===== config.mk =====
export PLATFORM = sky130hd
export DESIGN_NAME = rxc_receiver_config
export DESIGN_NICKNAME = d
export VERILOG_FILES = /design/src/rxc_pkg.sv /design/src/rxc_receiver_config.sv /design/src/rxc_gain_decode.sv
export VERILOG_INCLUDE_DIRS = /design/src
export SDC_FILE = /design/constraint.sdc
export NUM_CORES = 1
export LEC_CHECK = 0
export BUFFER_PORTS_ARGS = -buffer_cell sky130_fd_sc_hd__buf_2
export CORE_MARGIN = 1
export CORE_UTILIZATION = 40
export CTS_CLUSTER_DIAMETER = 80
export DETAILED_ROUTE_END_ITERATION = 10
export PLACE_DENSITY = 0.65
export SYNTH_ARGS = -nofsm -noshare
export SYNTH_HDL_FRONTEND = slang
export SYNTH_SLANG_ARGS = --single-unit
export TNS_END_PERCENT = 1

===== constraint.sdc =====
create_clock -name hclk -period 6.7 [get_ports hclk]
set_input_delay 0 -clock hclk [delete_from_list [all_inputs] [get_ports hclk]]
set_output_delay 0 -clock hclk [all_outputs]
set_load 0.02 [all_outputs]

===== src/rxc_cfg.svh =====
`ifndef RXC_CFG_SVH
`define RXC_CFG_SVH

// ----------------------------------------------------------------
// register indices (byte address is four times the index)
// ----------------------------------------------------------------
`define RXC_IDX_DEMOD_SQ_AGC 8'h0C
`define RXC_IDX_FIRST_GAIN 8'h0D
`define RXC_IDX_LATER_GAIN 8'h0E
`define RXC_IDX_COMMAND 8'h10
`define RXC_IDX_STATUS 8'h11

// ----------------------------------------------------------------
// reset values
// ----------------------------------------------------------------
`define RXC_RST_DEMOD_SQ_AGC 8'h2C
`define RXC_RST_FIRST_GAIN 8'hD8
`define RXC_RST_LATER_GAIN 8'h00

// ----------------------------------------------------------------
// field positions
// ----------------------------------------------------------------
`define RXC_BIT_DEMOD_IQ 7
`define RXC_BIT_AM_MIXER 6
`define RXC_BIT_SQ_AUTO 5
`define RXC_BIT_SQ_RATIO 4
`define RXC_BIT_AGC_EN 3
`define RXC_BIT_AGC_FULL 2
`define RXC_BIT_AGC_ALG 1
`define RXC_BIT_AGC_RATIO 0
`define RXC_FLD_AM_FIRST_HI 7
`define RXC_FLD_AM_FIRST_LO 5
`define RXC_FLD_PM_FIRST_HI 4
`define RXC_FLD_PM_FIRST_LO 2
`define RXC_BIT_LF_SELECT 1
`define RXC_BIT_LF_SPLIT 0
`define RXC_BIT_CMD_LOAD_GAIN 0

// ----------------------------------------------------------------
// gain code limits and timing
// ----------------------------------------------------------------
`define RXC_LATER_MAX 4'hA
`define RXC_LATER_WIN_MAX 4'h4
`define RXC_FIRST_BOOST 3'h7
`define RXC_AGC_PULSES 4'h8
`define RXC_CLK_PERIOD_PS 10000
`define RXC_SQ_DELAY_PS 18880000
`define RXC_SQ_DELAY_CYC ((`RXC_SQ_DELAY_PS + `RXC_CLK_PERIOD_PS - 1) / `RXC_CLK_PERIOD_PS)

`endif


===== src/rxc_pkg.sv =====
`default_nettype none
package rxc_pkg;
  typedef logic [7:0] rxc_reg_t;
  typedef logic [3:0] rxc_later_code_t;
  typedef logic [2:0] rxc_first_code_t;
  typedef enum logic [1:0] {SQ_IDLE, SQ_WAIT, SQ_ON} rxc_sq_state_t;
endpackage
`default_nettype wire


===== src/rxc_receiver_config.sv =====
`include "rxc_cfg.svh"
`default_nettype none
module rxc_receiver_config #(
  parameter int ADDR_W = 8,
  parameter int SQ_DELAY_CYC = `RXC_SQ_DELAY_CYC
) (
  input wire logic hclk, // bus clock
  input wire logic hresetn, // async reset, low
  input wire logic hsel, // slave select
  input wire logic [ADDR_W-1:0] haddr, // byte address
  input wire logic [1:0] htrans, // transfer type
  input wire logic hwrite, // write
  input wire logic [2:0] hsize, // size, word only
  input wire logic [31:0] hwdata, // write data
  input wire logic hready, // bus ready
  output logic hreadyout, // slave ready
  output logic hresp, // always okay
  output logic [31:0] hrdata, // read data
  input wire logic tx_end, // end of transmission pulse
  input wire logic [7:0] mrt_value, // mask receive timer
  input wire logic [7:0] squelch_time, // programmed squelch time
  input wire logic rx_active, // receive period
  input wire logic subcarrier_pulse, // one pulse per subcarrier pulse
  output logic demod_iq, // I/Q demodulation
  output logic am_mixer_select, // AM mixer instead of peak
  output logic squelch_active, // squelch running
  output logic squelch_ratio_high, // ratio 6/3
  output logic agc_active, // gain control running
  output logic agc_alg_reset, // reset variant
  output logic gain_control_ratio, // 6x trigger
  output logic [2:0] am_first_stage_gain, // AM first code
  output logic [2:0] pm_first_stage_gain, // PM first code
  output logic [2:0] am_first_cut, // AM 2.5 dB steps
  output logic [2:0] pm_first_cut, // PM 2.5 dB steps
  output logic am_first_boost, // AM boost
  output logic pm_first_boost, // PM boost
  output logic low_freq_input_select, // LF input
  output logic low_freq_split_mode, // split inputs
  output logic [3:0] am_later_stage_gain, // AM loaded code
  output logic [3:0] pm_later_stage_gain, // PM loaded code
  output logic [2:0] am_window_steps, // AM window 3 dB steps
  output logic [2:0] pm_window_steps, // PM window 3 dB steps
  output logic [2:0] am_stage_steps, // AM stage 3 dB steps
  output logic [2:0] pm_stage_steps, // PM stage 3 dB steps
  output logic gain_loaded // load pulse seen by gain users
);
  import rxc_pkg::*;

  // ----------------------------------------------------------------
  // parameter checks
  // ----------------------------------------------------------------
  if (ADDR_W < 7 || ADDR_W > 32) begin : g_bad_addr
    $error("rxc_receiver_config: ADDR_W out of range");
  end
  if (SQ_DELAY_CYC < 2 || SQ_DELAY_CYC > 65535) begin : g_bad_delay
    $error("rxc_receiver_config: SQ_DELAY_CYC out of range");
  end

  localparam logic [15:0] SQ_LAST = 16'(SQ_DELAY_CYC - 1);

  // ----------------------------------------------------------------
  // bus decode
  // ----------------------------------------------------------------
  rxc_reg_t reg_ctrl;
  rxc_reg_t reg_first;
  rxc_reg_t reg_later;
  logic wr_pend;
  logic [ADDR_W-3:0] wr_idx;
  wire addr_take;
  wire [ADDR_W-3:0] a_idx;
  wire [7:0] a_idx8;
  wire [7:0] w_idx8;
  wire wr_ctrl;
  wire wr_first;
  wire wr_later;
  wire wr_cmd;
  wire load_cmd;
  wire [7:0] status_word;
  logic [7:0] rd_mux;

  assign addr_take = hsel & htrans[1] & hready;
  assign a_idx = haddr[ADDR_W-1:2];
  assign a_idx8 = 8'(a_idx);
  assign w_idx8 = 8'(wr_idx);
  assign wr_ctrl = wr_pend & (w_idx8 == `RXC_IDX_DEMOD_SQ_AGC);
  assign wr_first = wr_pend & (w_idx8 == `RXC_IDX_FIRST_GAIN);
  assign wr_later = wr_pend & (w_idx8 == `RXC_IDX_LATER_GAIN);
  assign wr_cmd = wr_pend & (w_idx8 == `RXC_IDX_COMMAND);
  assign load_cmd = wr_cmd & hwdata[`RXC_BIT_CMD_LOAD_GAIN];

  always_comb begin
    unique case (a_idx8)
      `RXC_IDX_DEMOD_SQ_AGC: rd_mux = reg_ctrl;
      `RXC_IDX_FIRST_GAIN: rd_mux = reg_first;
      `RXC_IDX_LATER_GAIN: rd_mux = reg_later;
      `RXC_IDX_STATUS: rd_mux = status_word;
      default: rd_mux = 8'h00;
    endcase
  end

  // zero wait states; read data captured at the address phase edge,
  // so a read must not overlap the data phase of a write
  always_ff @(posedge hclk or negedge hresetn) begin
    if (!hresetn) begin
      wr_pend <= 1'b0;
      wr_idx <= '0;
      hrdata <= 32'h0000_0000;
      hreadyout <= 1'b1;
      hresp <= 1'b0;
    end else begin
      wr_pend <= addr_take & hwrite & (hsize == 3'h2);
      wr_idx <= a_idx;
      hrdata <= (addr_take & ~hwrite) ? {24'h00_0000, rd_mux} : 32'h0000_0000;
      hreadyout <= 1'b1;
      hresp <= 1'b0;
    end
  end

  // ----------------------------------------------------------------
  // configuration registers
  // ----------------------------------------------------------------
  always_ff @(posedge hclk or negedge hresetn) begin
    if (!hresetn) begin
      reg_ctrl <= `RXC_RST_DEMOD_SQ_AGC;
      reg_first <= `RXC_RST_FIRST_GAIN;
      reg_later <= `RXC_RST_LATER_GAIN;
    end else begin
      if (wr_ctrl) reg_ctrl <= hwdata[7:0];
      if (wr_first) reg_first <= hwdata[7:0];
      if (wr_later) reg_later <= hwdata[7:0];
    end
  end

  assign demod_iq = reg_ctrl[`RXC_BIT_DEMOD_IQ];
  assign am_mixer_select = reg_ctrl[`RXC_BIT_AM_MIXER];
  assign squelch_ratio_high = reg_ctrl[`RXC_BIT_SQ_RATIO];
  assign agc_alg_reset = reg_ctrl[`RXC_BIT_AGC_ALG];
  assign gain_control_ratio = reg_ctrl[`RXC_BIT_AGC_RATIO];
  assign am_first_stage_gain = reg_first[`RXC_FLD_AM_FIRST_HI:`RXC_FLD_AM_FIRST_LO];
  assign pm_first_stage_gain = reg_first[`RXC_FLD_PM_FIRST_HI:`RXC_FLD_PM_FIRST_LO];
  assign low_freq_input_select = reg_first[`RXC_BIT_LF_SELECT];
  assign low_freq_split_mode = reg_first[`RXC_BIT_LF_SPLIT];

  // ----------------------------------------------------------------
  // gain load on command
  // ----------------------------------------------------------------
  // later stage gain users keep the old values until software issues the command
  always_ff @(posedge hclk or negedge hresetn) begin
    if (!hresetn) begin
      am_later_stage_gain <= 4'h0;
      pm_later_stage_gain <= 4'h0;
      gain_loaded <= 1'b0;
    end else begin
      if (load_cmd) begin
        am_later_stage_gain <= reg_later[7:4];
        pm_later_stage_gain <= reg_later[3:0];
      end
      gain_loaded <= load_cmd;
    end
  end

  // ----------------------------------------------------------------
  // per channel decode
  // ----------------------------------------------------------------
  wire [2:0] dec_first_cut [2];
  wire dec_first_boost [2];
  wire [2:0] dec_window [2];
  wire [2:0] dec_stage [2];
  wire dec_bad [2];
  wire [2:0] ch_first [2];
  wire [3:0] ch_later [2];
  logic [2:0] q_first_cut [2];
  logic q_first_boost [2];
  logic [2:0] q_window [2];
  logic [2:0] q_stage [2];
  logic q_bad [2];

  assign ch_first[0] = am_first_stage_gain;
  assign ch_first[1] = pm_first_stage_gain;
  assign ch_later[0] = am_later_stage_gain;
  assign ch_later[1] = pm_later_stage_gain;

  for (genvar ch = 0; ch < 2; ch++) begin : g_chan
    rxc_gain_decode u_dec (
      .first_code(ch_first[ch]),
      .later_code(ch_later[ch]),
      .first_cut_steps(dec_first_cut[ch]),
      .first_boost(dec_first_boost[ch]),
      .window_steps(dec_window[ch]),
      .stage_steps(dec_stage[ch]),
      .later_bad(dec_bad[ch])
    );
    always_ff @(posedge hclk or negedge hresetn) begin
      if (!hresetn) begin
        q_first_cut[ch] <= 3'h6;
        q_first_boost[ch] <= 1'b0;
        q_window[ch] <= 3'h0;
        q_stage[ch] <= 3'h0;
        q_bad[ch] <= 1'b0;
      end else begin
        q_first_cut[ch] <= dec_first_cut[ch];
        q_first_boost[ch] <= dec_first_boost[ch];
        q_window[ch] <= dec_window[ch];
        q_stage[ch] <= dec_stage[ch];
        q_bad[ch] <= dec_bad[ch];
      end
    end
  end

  assign am_first_cut = q_first_cut[0];
  assign pm_first_cut = q_first_cut[1];
  assign am_first_boost = q_first_boost[0];
  assign pm_first_boost = q_first_boost[1];
  assign am_window_steps = q_window[0];
  assign pm_window_steps = q_window[1];
  assign am_stage_steps = q_stage[0];
  assign pm_stage_steps = q_stage[1];

  // ----------------------------------------------------------------
  // squelch sequencing
  // ----------------------------------------------------------------
  rxc_sq_state_t sq_state;
  rxc_sq_state_t next_sq_state;
  logic [15:0] sq_cnt;
  wire sq_auto;
  wire sq_done;

  assign sq_auto = reg_ctrl[`RXC_BIT_SQ_AUTO];
  assign sq_done = (mrt_value >= squelch_time);

  always_comb begin
    next_sq_state = sq_state;
    unique case (sq_state)
      SQ_IDLE: if (sq_auto && tx_end) next_sq_state = SQ_WAIT;
      SQ_WAIT: begin
        if (!sq_auto) next_sq_state = SQ_IDLE;
        else if (sq_cnt == SQ_LAST) next_sq_state = SQ_ON;
      end
      SQ_ON: if (!sq_auto || sq_done) next_sq_state = SQ_IDLE;
    endcase
  end

  always_ff @(posedge hclk or negedge hresetn) begin
    if (!hresetn) begin
      sq_state <= SQ_IDLE;
      sq_cnt <= 16'h0000;
      squelch_active <= 1'b0;
    end else begin
      sq_state <= next_sq_state;
      sq_cnt <= (sq_state == SQ_WAIT) ? sq_cnt + 16'h0001 : 16'h0000;
      squelch_active <= (next_sq_state == SQ_ON);
    end
  end

  // ----------------------------------------------------------------
  // gain control window
  // ----------------------------------------------------------------
  logic [3:0] pulse_cnt;
  logic next_agc_active;
  wire agc_en;
  wire agc_full;
  wire early_window;

  assign agc_en = reg_ctrl[`RXC_BIT_AGC_EN];
  assign agc_full = reg_ctrl[`RXC_BIT_AGC_FULL];
  assign early_window = (pulse_cnt < `RXC_AGC_PULSES);

  always_comb begin
    next_agc_active = agc_en & rx_active & (agc_full | early_window);
  end

  always_ff @(posedge hclk or negedge hresetn) begin
    if (!hresetn) begin
      pulse_cnt <= 4'h0;
      agc_active <= 1'b0;
    end else begin
      if (!rx_active) pulse_cnt <= 4'h0;
      else if (subcarrier_pulse && early_window) pulse_cnt <= pulse_cnt + 4'h1;
      agc_active <= next_agc_active;
    end
  end

  // status: bit0 squelch, bit1 gain control, bit2/3 AM/PM code above Ah
  assign status_word = {4'h0, q_bad[1], q_bad[0], agc_active, squelch_active};

  // ----------------------------------------------------------------
  // checks
  // ----------------------------------------------------------------
  logic [15:0] chk_wait;
  always_ff @(posedge hclk or negedge hresetn) begin
    if (!hresetn) chk_wait <= 16'h0000;
    else if (sq_state == SQ_IDLE) chk_wait <= 16'h0000;
    else if (sq_state == SQ_WAIT) chk_wait <= chk_wait + 16'h0001;
  end

  a_demod_mode_write: assert property (@(posedge hclk) disable iff (!hresetn)
    wr_ctrl |=> demod_iq == $past(hwdata[`RXC_BIT_DEMOD_IQ]))
    else $error("demodulation mode did not follow write");
  a_squelch_start_delay: assert property (@(posedge hclk) disable iff (!hresetn)
    $rose(squelch_active) |-> chk_wait == 16'(SQ_DELAY_CYC))
    else $error("squelch started at wrong delay");
  a_squelch_stop_time: assert property (@(posedge hclk) disable iff (!hresetn)
    (squelch_active && sq_done) |=> !squelch_active)
    else $error("squelch did not stop at squelch time");
  a_squelch_ratio_write: assert property (@(posedge hclk) disable iff (!hresetn)
    wr_ctrl |=> squelch_ratio_high == $past(hwdata[`RXC_BIT_SQ_RATIO]))
    else $error("squelch ratio did not follow write");
  a_agc_early_window: assert property (@(posedge hclk) disable iff (!hresetn)
    (!agc_full && !early_window) |=> !agc_active)
    else $error("gain control ran past eight pulses");
  a_agc_alg_write: assert property (@(posedge hclk) disable iff (!hresetn)
    wr_ctrl |=> agc_alg_reset == $past(hwdata[`RXC_BIT_AGC_ALG]))
    else $error("gain control algorithm did not follow write");
  a_agc_ratio_write: assert property (@(posedge hclk) disable iff (!hresetn)
    wr_ctrl |=> gain_control_ratio == $past(hwdata[`RXC_BIT_AGC_RATIO]))
    else $error("gain control ratio did not follow write");
  a_first_gain_boost: assert property (@(posedge hclk) disable iff (!hresetn)
    am_first_boost |-> $past(am_first_stage_gain) == 3'h7 && am_first_cut == 3'h0)
    else $error("first stage boost decoded wrongly");
  a_lf_select_write: assert property (@(posedge hclk) disable iff (!hresetn)
    wr_first |=> low_freq_input_select == $past(hwdata[`RXC_BIT_LF_SELECT]))
    else $error("input select did not follow write");
  a_lf_split_write: assert property (@(posedge hclk) disable iff (!hresetn)
    wr_first |=> low_freq_split_mode == $past(hwdata[`RXC_BIT_LF_SPLIT]))
    else $error("split mode did not follow write");
  a_later_gain_range: assert property (@(posedge hclk) disable iff (!hresetn)
    (am_window_steps <= 3'h4) && (am_stage_steps == 3'h0 || am_window_steps == 3'h4))
    else $error("later stage decode out of order");
  a_later_gain_load: assert property (@(posedge hclk) disable iff (!hresetn)
    ($changed(am_later_stage_gain) || $changed(pm_later_stage_gain)) |-> gain_loaded)
    else $error("later stage gain changed without command");
endmodule
`default_nettype wire


===== src/rxc_gain_decode.sv =====
`include "rxc_cfg.svh"
`default_nettype none
module rxc_gain_decode
  import rxc_pkg::*;
(
  input wire rxc_pkg::rxc_first_code_t first_code, // first stage code
  input wire rxc_pkg::rxc_later_code_t later_code, // loaded later stage code
  output logic [2:0] first_cut_steps, // 2.5 dB cut steps
  output logic first_boost, // 5.5 dB boost
  output logic [2:0] window_steps, // digitizer window 3 dB steps
  output logic [2:0] stage_steps, // second/third stage 3 dB steps
  output logic later_bad // code above Ah
);
  wire first_is_boost;
  wire later_over;
  wire [3:0] later_clamped;
  wire later_in_stage;
  wire [3:0] stage_raw;

  // ----------------------------------------------------------------
  // first stage: 0 full, 1..6 cut, 7 boost
  // ----------------------------------------------------------------
  assign first_is_boost = (first_code == `RXC_FIRST_BOOST);
  assign first_boost = first_is_boost;
  assign first_cut_steps = first_is_boost ? 3'h0 : first_code;

  // ----------------------------------------------------------------
  // later stage: window first, then stage gain; codes above Ah clamp
  // ----------------------------------------------------------------
  assign later_over = (later_code > `RXC_LATER_MAX);
  assign later_bad = later_over;
  assign later_clamped = later_over ? `RXC_LATER_MAX : later_code;
  assign later_in_stage = (later_clamped > `RXC_LATER_WIN_MAX);
  assign stage_raw = later_clamped - `RXC_LATER_WIN_MAX;
  assign window_steps = later_in_stage ? 3'h4 : later_clamped[2:0];
  assign stage_steps = later_in_stage ? stage_raw[2:0] : 3'h0;
endmodule
`default_nettype wire


==> results.md <==
Routing:
- Once detail routing completed, the nets flagged for antenna violations numbered 0.
- The total routed wirelength is around 8600 um.
- The number of vias per cell is about 4.8.
- The remaining routing DRC violations is 0.
- The number of DRC markers after the initial detailed-route iteration is around 140.
- Dividing the detail-routed wire length by the instance count gives about 13 um.
- The via total after detailed routing is a little over 3000.
- The first detailed-routing pass took 4 iterations.

Floorplan:
- After floorplanning, the core was divided into 37 placement rows.
- After floorplanning, the core was sized to cover between 10000 and 15000 um^2.
- The floorplan step set the die height to 105 um.
- The floorplan step set the die width to around 110 um.
- For this configuration, the core starts out at a cell density of between 40% and 50%.
- The die area is approximately 11000 um^2.
- In this run the count of I/O pins placed on the die edge is 147.

Clock tree:
- The CTS buffer count is 9.
- The number of gates resized after CTS is 0.
- The clock reaches the later pin of the worst-skew pair after ~0.35 ns.
- In this run the deepest clock path goes through 2 buffers.
- Once the clock tree was built, the setup fixing pass inserted 0 buffers.
- TritonCTS built the clock tree.
- The root buffer cell is sky130_fd_sc_hd__clkbuf_8.
- The level count of the clock H-tree is 3.
- After clock tree synthesis, the clock-pin slew on the worst setup and hold paths is ~0.090 ns.
- Buffers inserted to repair hold after CTS numbered 22.
- The clock sink total is between 90 and 100.

Setup path:
- The endpoint identified for the worst register-to-register timing path is squelch_active.
- STA puts the critical path data required time at a little under 7 ns.
- The register-to-register path setup slack is about 4.4 ns.
- The worst reg2reg path depth is 6.
- The worst setup path is of the reg2reg kind.
- The reg-to-reg critical path startpoint is sq_cnt[12].
- STA classifies the critical path endpoint as a flip-flop.
- The worst setup path is launched from a flip-flop.
- Along the worst path, the maximum fanout reaches 4.
- For the worst setup path, the data arrival time is between 2 and 3 ns.

Timing:
- The worst-margin pin slew is ~1.2 ns.
- Across all hold checks on the routed design, the worst slack comes to around 0.055 ns.
- The fmax is 434 MHz.
- The minimum clock period after layout is between 2 and 2.5 ns.
- The final setup violation count is 0.
- Clock skew on the completed layout was measured at ~0.0063 ns.
- The headroom to the max-slew limit is between 20% and 30%.
- The portion of the clock cycle consumed by the worst path in the final layout is around a third.
- Setup repair after global routing left no endpoint under its margin.
- Summed over all failing endpoints, the final setup total negative slack is 0 ns.
- The number of hold violations in the final report is 0.
- The count of final max-slew check failures is 0.

Logic synthesis:
- The share of synthesized registers carrying an async set or reset is between 90% and 100%.
- The area fraction of the dominant cell type after synthesis is 48.9%.
- The flop and latch count out of synthesis is between 90 and 100.
- The adder-cell area share of the yosys netlist is about 3.5%.
- After synthesis, the netlist uses 49 different library cells.
- The synthesized netlist devotes under 10% of its cell area to compound gates.
- In the synthesized netlist, the cells that appear most often are 83 x sky130_fd_sc_hd__dfrtp_1, 42 x sky130_fd_sc_hd__nand2_1, 30 x sky130_fd_sc_hd__nor2_1.
- The main combinational cell family by area after synthesis is simple AND/OR/NAND/NOR gates.
- After synthesis, the cell types taking the most area are sky130_fd_sc_hd__dfrtp_1 49%, sky130_fd_sc_hd__dfstp_2 6.8%, sky130_fd_sc_hd__buf_4 4.6%.
- The instance count of the mapped netlist is 380.
- The multiplexer fraction of the synthesized cell area is under 10%.
- The synthesized design contains 0 enable-type register cells.
- Summing every instance area after synthesis gives around 4200 um^2.
- The average instance in the mapped netlist occupies 11.2 um^2.
- The most repeated cell in the gate-level netlist after synthesis is sky130_fd_sc_hd__dfrtp_1.
- Of the total synthesized cell area, the portion taken by XOR and XNOR cells is 2.89%.
- For this run, the leading register cell type out of synthesis is sky130_fd_sc_hd__dfrtp_1.
- Sequential elements use roughly 56% of the synthesized area.
- The cell type with the largest total area after synthesis is sky130_fd_sc_hd__dfrtp_1.
- The simple-gate area share of the yosys netlist is between 10% and 20%.
- The warning count from the yosys run is 0.

Min path:
- The worst hold path belongs to the class in2async.

Power and ir drop:
- The combinational power share is 10.2%.
- The switching power is about 270 uW.
- In this run, flip-flops and latches consume roughly 54% of the power.
- Power comes to approximately 1.1 mW.
- The worst-case IR drop observed on VDD is a little under 0.1 mV.
- The switching fraction of total power is between 20% and 30%.
- The share of total power dissipated in the clock network is between 30% and 40%.
- The total internal power is approximately 830 uW.
- In this run the power density over the cells is roughly 210 nW/um^2.
- The leakage power figure is around 2.6 nW.

Cells and area:
- At the end of the flow, the number of nets in the layout was about 580.
- The count of inserted antenna diode cells is 0.
- Compared with the post-synthesis result, the final layout area differs by 22.4%.
- The fraction of final layout cells with drive strength greater than 1 is 27.3%.

Place:
- Input and output buffers added on the ports amount to 93.
- Routability-driven placement finished with a final weighted congestion of roughly 0.74.
- The total half-perimeter wirelength after legalization and detailed placement is approximately 6000 um.

Global route:
- The aggregate global routing overflow is 0.
- Across every metal layer, demand over resource in global routing totals between 10% and 20%.
- The number of global-route vias before repair is about 3000.
- The global-route wire length before repair is 14400 um.
- The initial antenna violation count is 0.
- Entering global routing, the biggest net connects 76 pins.

Status:
- The flow ran to the end, and the final reports show no timing, DRC or antenna violations.

Run:
- The tool flagged a number of max-cap violations equal to 0.
[sequential cells by signal, indices dropped and copies added (netlist names), 2 cells and up]
name                 cells
am_window_steps          3
pm_first_cut             3
sq_cnt                  16
sq_state                 2
reg_later                8
am_first_cut             3
reg_ctrl                 8
pm_stage_steps           3
pm_window_steps          3
reg_first                8
pm_later_stage_gain      4
hrdata                   8
wr_idx                   6
am_later_stage_gain      4
am_stage_steps           3
pulse_cnt                4
q_bad                    2
[cell type report]
type	instances	area, um^2
inverter	17	63.8
sequential	94	2370
fill	952	5130
multi-input combinational	262	1690
tap	136	170
timing repair buffer	116	696
clock inverter	4	72.6
clock buffer	12	135
[cells by family after synthesis]
family | count (synthesis)
AOI/OAI and AO/OA | 38
xor gates and xnor gates | 14
adders and majority gates | 12
buffers and inverters | 48
DFF | 94
muxes | 33
other | 2
and+or+nand+nor | 139
[metal layers]
metal | GRT usage [%] | vias to the layer above | share of wire (%)
li1 | - | 1472 | -
met1 | 20.4 | 1485 | 44
met2 | 29.5 | 83 | 51
met3 | 2.56 | 12 | 3.9
met4 | 5.23 | 0 | 1.4
met5 | 0 | - | 0
[how the worst max path moves through the flow]
stage               cells after the start              to       start  slack, ns
floorplan                               6  squelch_active  sq_cnt[12]       4.53
detailed placement                      6  squelch_active  sq_cnt[12]       4.41
finish                                  6  squelch_active  sq_cnt[12]       4.40
global route                            6  squelch_active  sq_cnt[12]       4.28
CTS                                     6  squelch_active  sq_cnt[12]       4.40
global placement                        6  squelch_active  sq_cnt[12]       4.42
[critical path, cell delays in order (launching register included)]
cell                      delay, ns
sky130_fd_sc_hd__dfrtp_1       0.42
sky130_fd_sc_hd__or4_1         0.52
sky130_fd_sc_hd__or4_1         0.47
sky130_fd_sc_hd__or4_4         0.46
sky130_fd_sc_hd__o21ai_2       0.16
sky130_fd_sc_hd__a22oi_2       0.06
sky130_fd_sc_hd__o32ai_1       0.12
[power by group through the flow]
stage	combinational (mW)	clock [mW]	sequential (mW)
after floorplan	0.0657	0	0.610
after global placement	0.102	0	0.605
after detailed placement	0.104	0	0.606
after CTS	0.113	0.405	0.594
after global routing	0.126	0.429	0.597
final	0.112	0.396	0.595
[placed cells by master, fill, tap and decap left out, types with 3 or more instances in the layout]
master                           n
sky130_fd_sc_hd__xor2_1          3
sky130_fd_sc_hd__nand3_1        10
sky130_fd_sc_hd__dfrtp_1        83
sky130_fd_sc_hd__nor2b_1        12
sky130_fd_sc_hd__nor3_1          6
sky130_fd_sc_hd__mux2_2         10
sky130_fd_sc_hd__dlygate4sd3_1  22
sky130_fd_sc_hd__and3_1          3
sky130_fd_sc_hd__o21ai_0         4
sky130_fd_sc_hd__clkbuf_1        3
sky130_fd_sc_hd__inv_1          17
sky130_fd_sc_hd__nand4_1         3
sky130_fd_sc_hd__mux2_1         14
sky130_fd_sc_hd__nand2_1        42
sky130_fd_sc_hd__ha_1           12
sky130_fd_sc_hd__mux2i_1         9
sky130_fd_sc_hd__xnor2_1        11
sky130_fd_sc_hd__and2_1         17
sky130_fd_sc_hd__a21oi_1        13
sky130_fd_sc_hd__conb_1         26
sky130_fd_sc_hd__nor2_1         30
sky130_fd_sc_hd__o21ai_1         3
sky130_fd_sc_hd__buf_2          92
sky130_fd_sc_hd__dfstp_2        11
sky130_fd_sc_hd__clkbuf_8        9
[per-stage QoR]
| stage | area, um^2 | setup WS [ns] | util, % | std cells |
|---|---|---|---|---|
| floorplan | 4340 | 4.53 | - | 404 |
| global placement | 4770 | 4.42 | 46.2 | 603 |
| detailed placement | 4770 | 4.41 | 46.2 | 603 |
| CTS | 5190 | 4.40 | 50.3 | 641 |
| global route | 5190 | 4.28 | 50.3 | 641 |
| finish | 5190 | 4.40 | 50.3 | 641 |
Note: power is estimated with default switching activity, not from simulation.
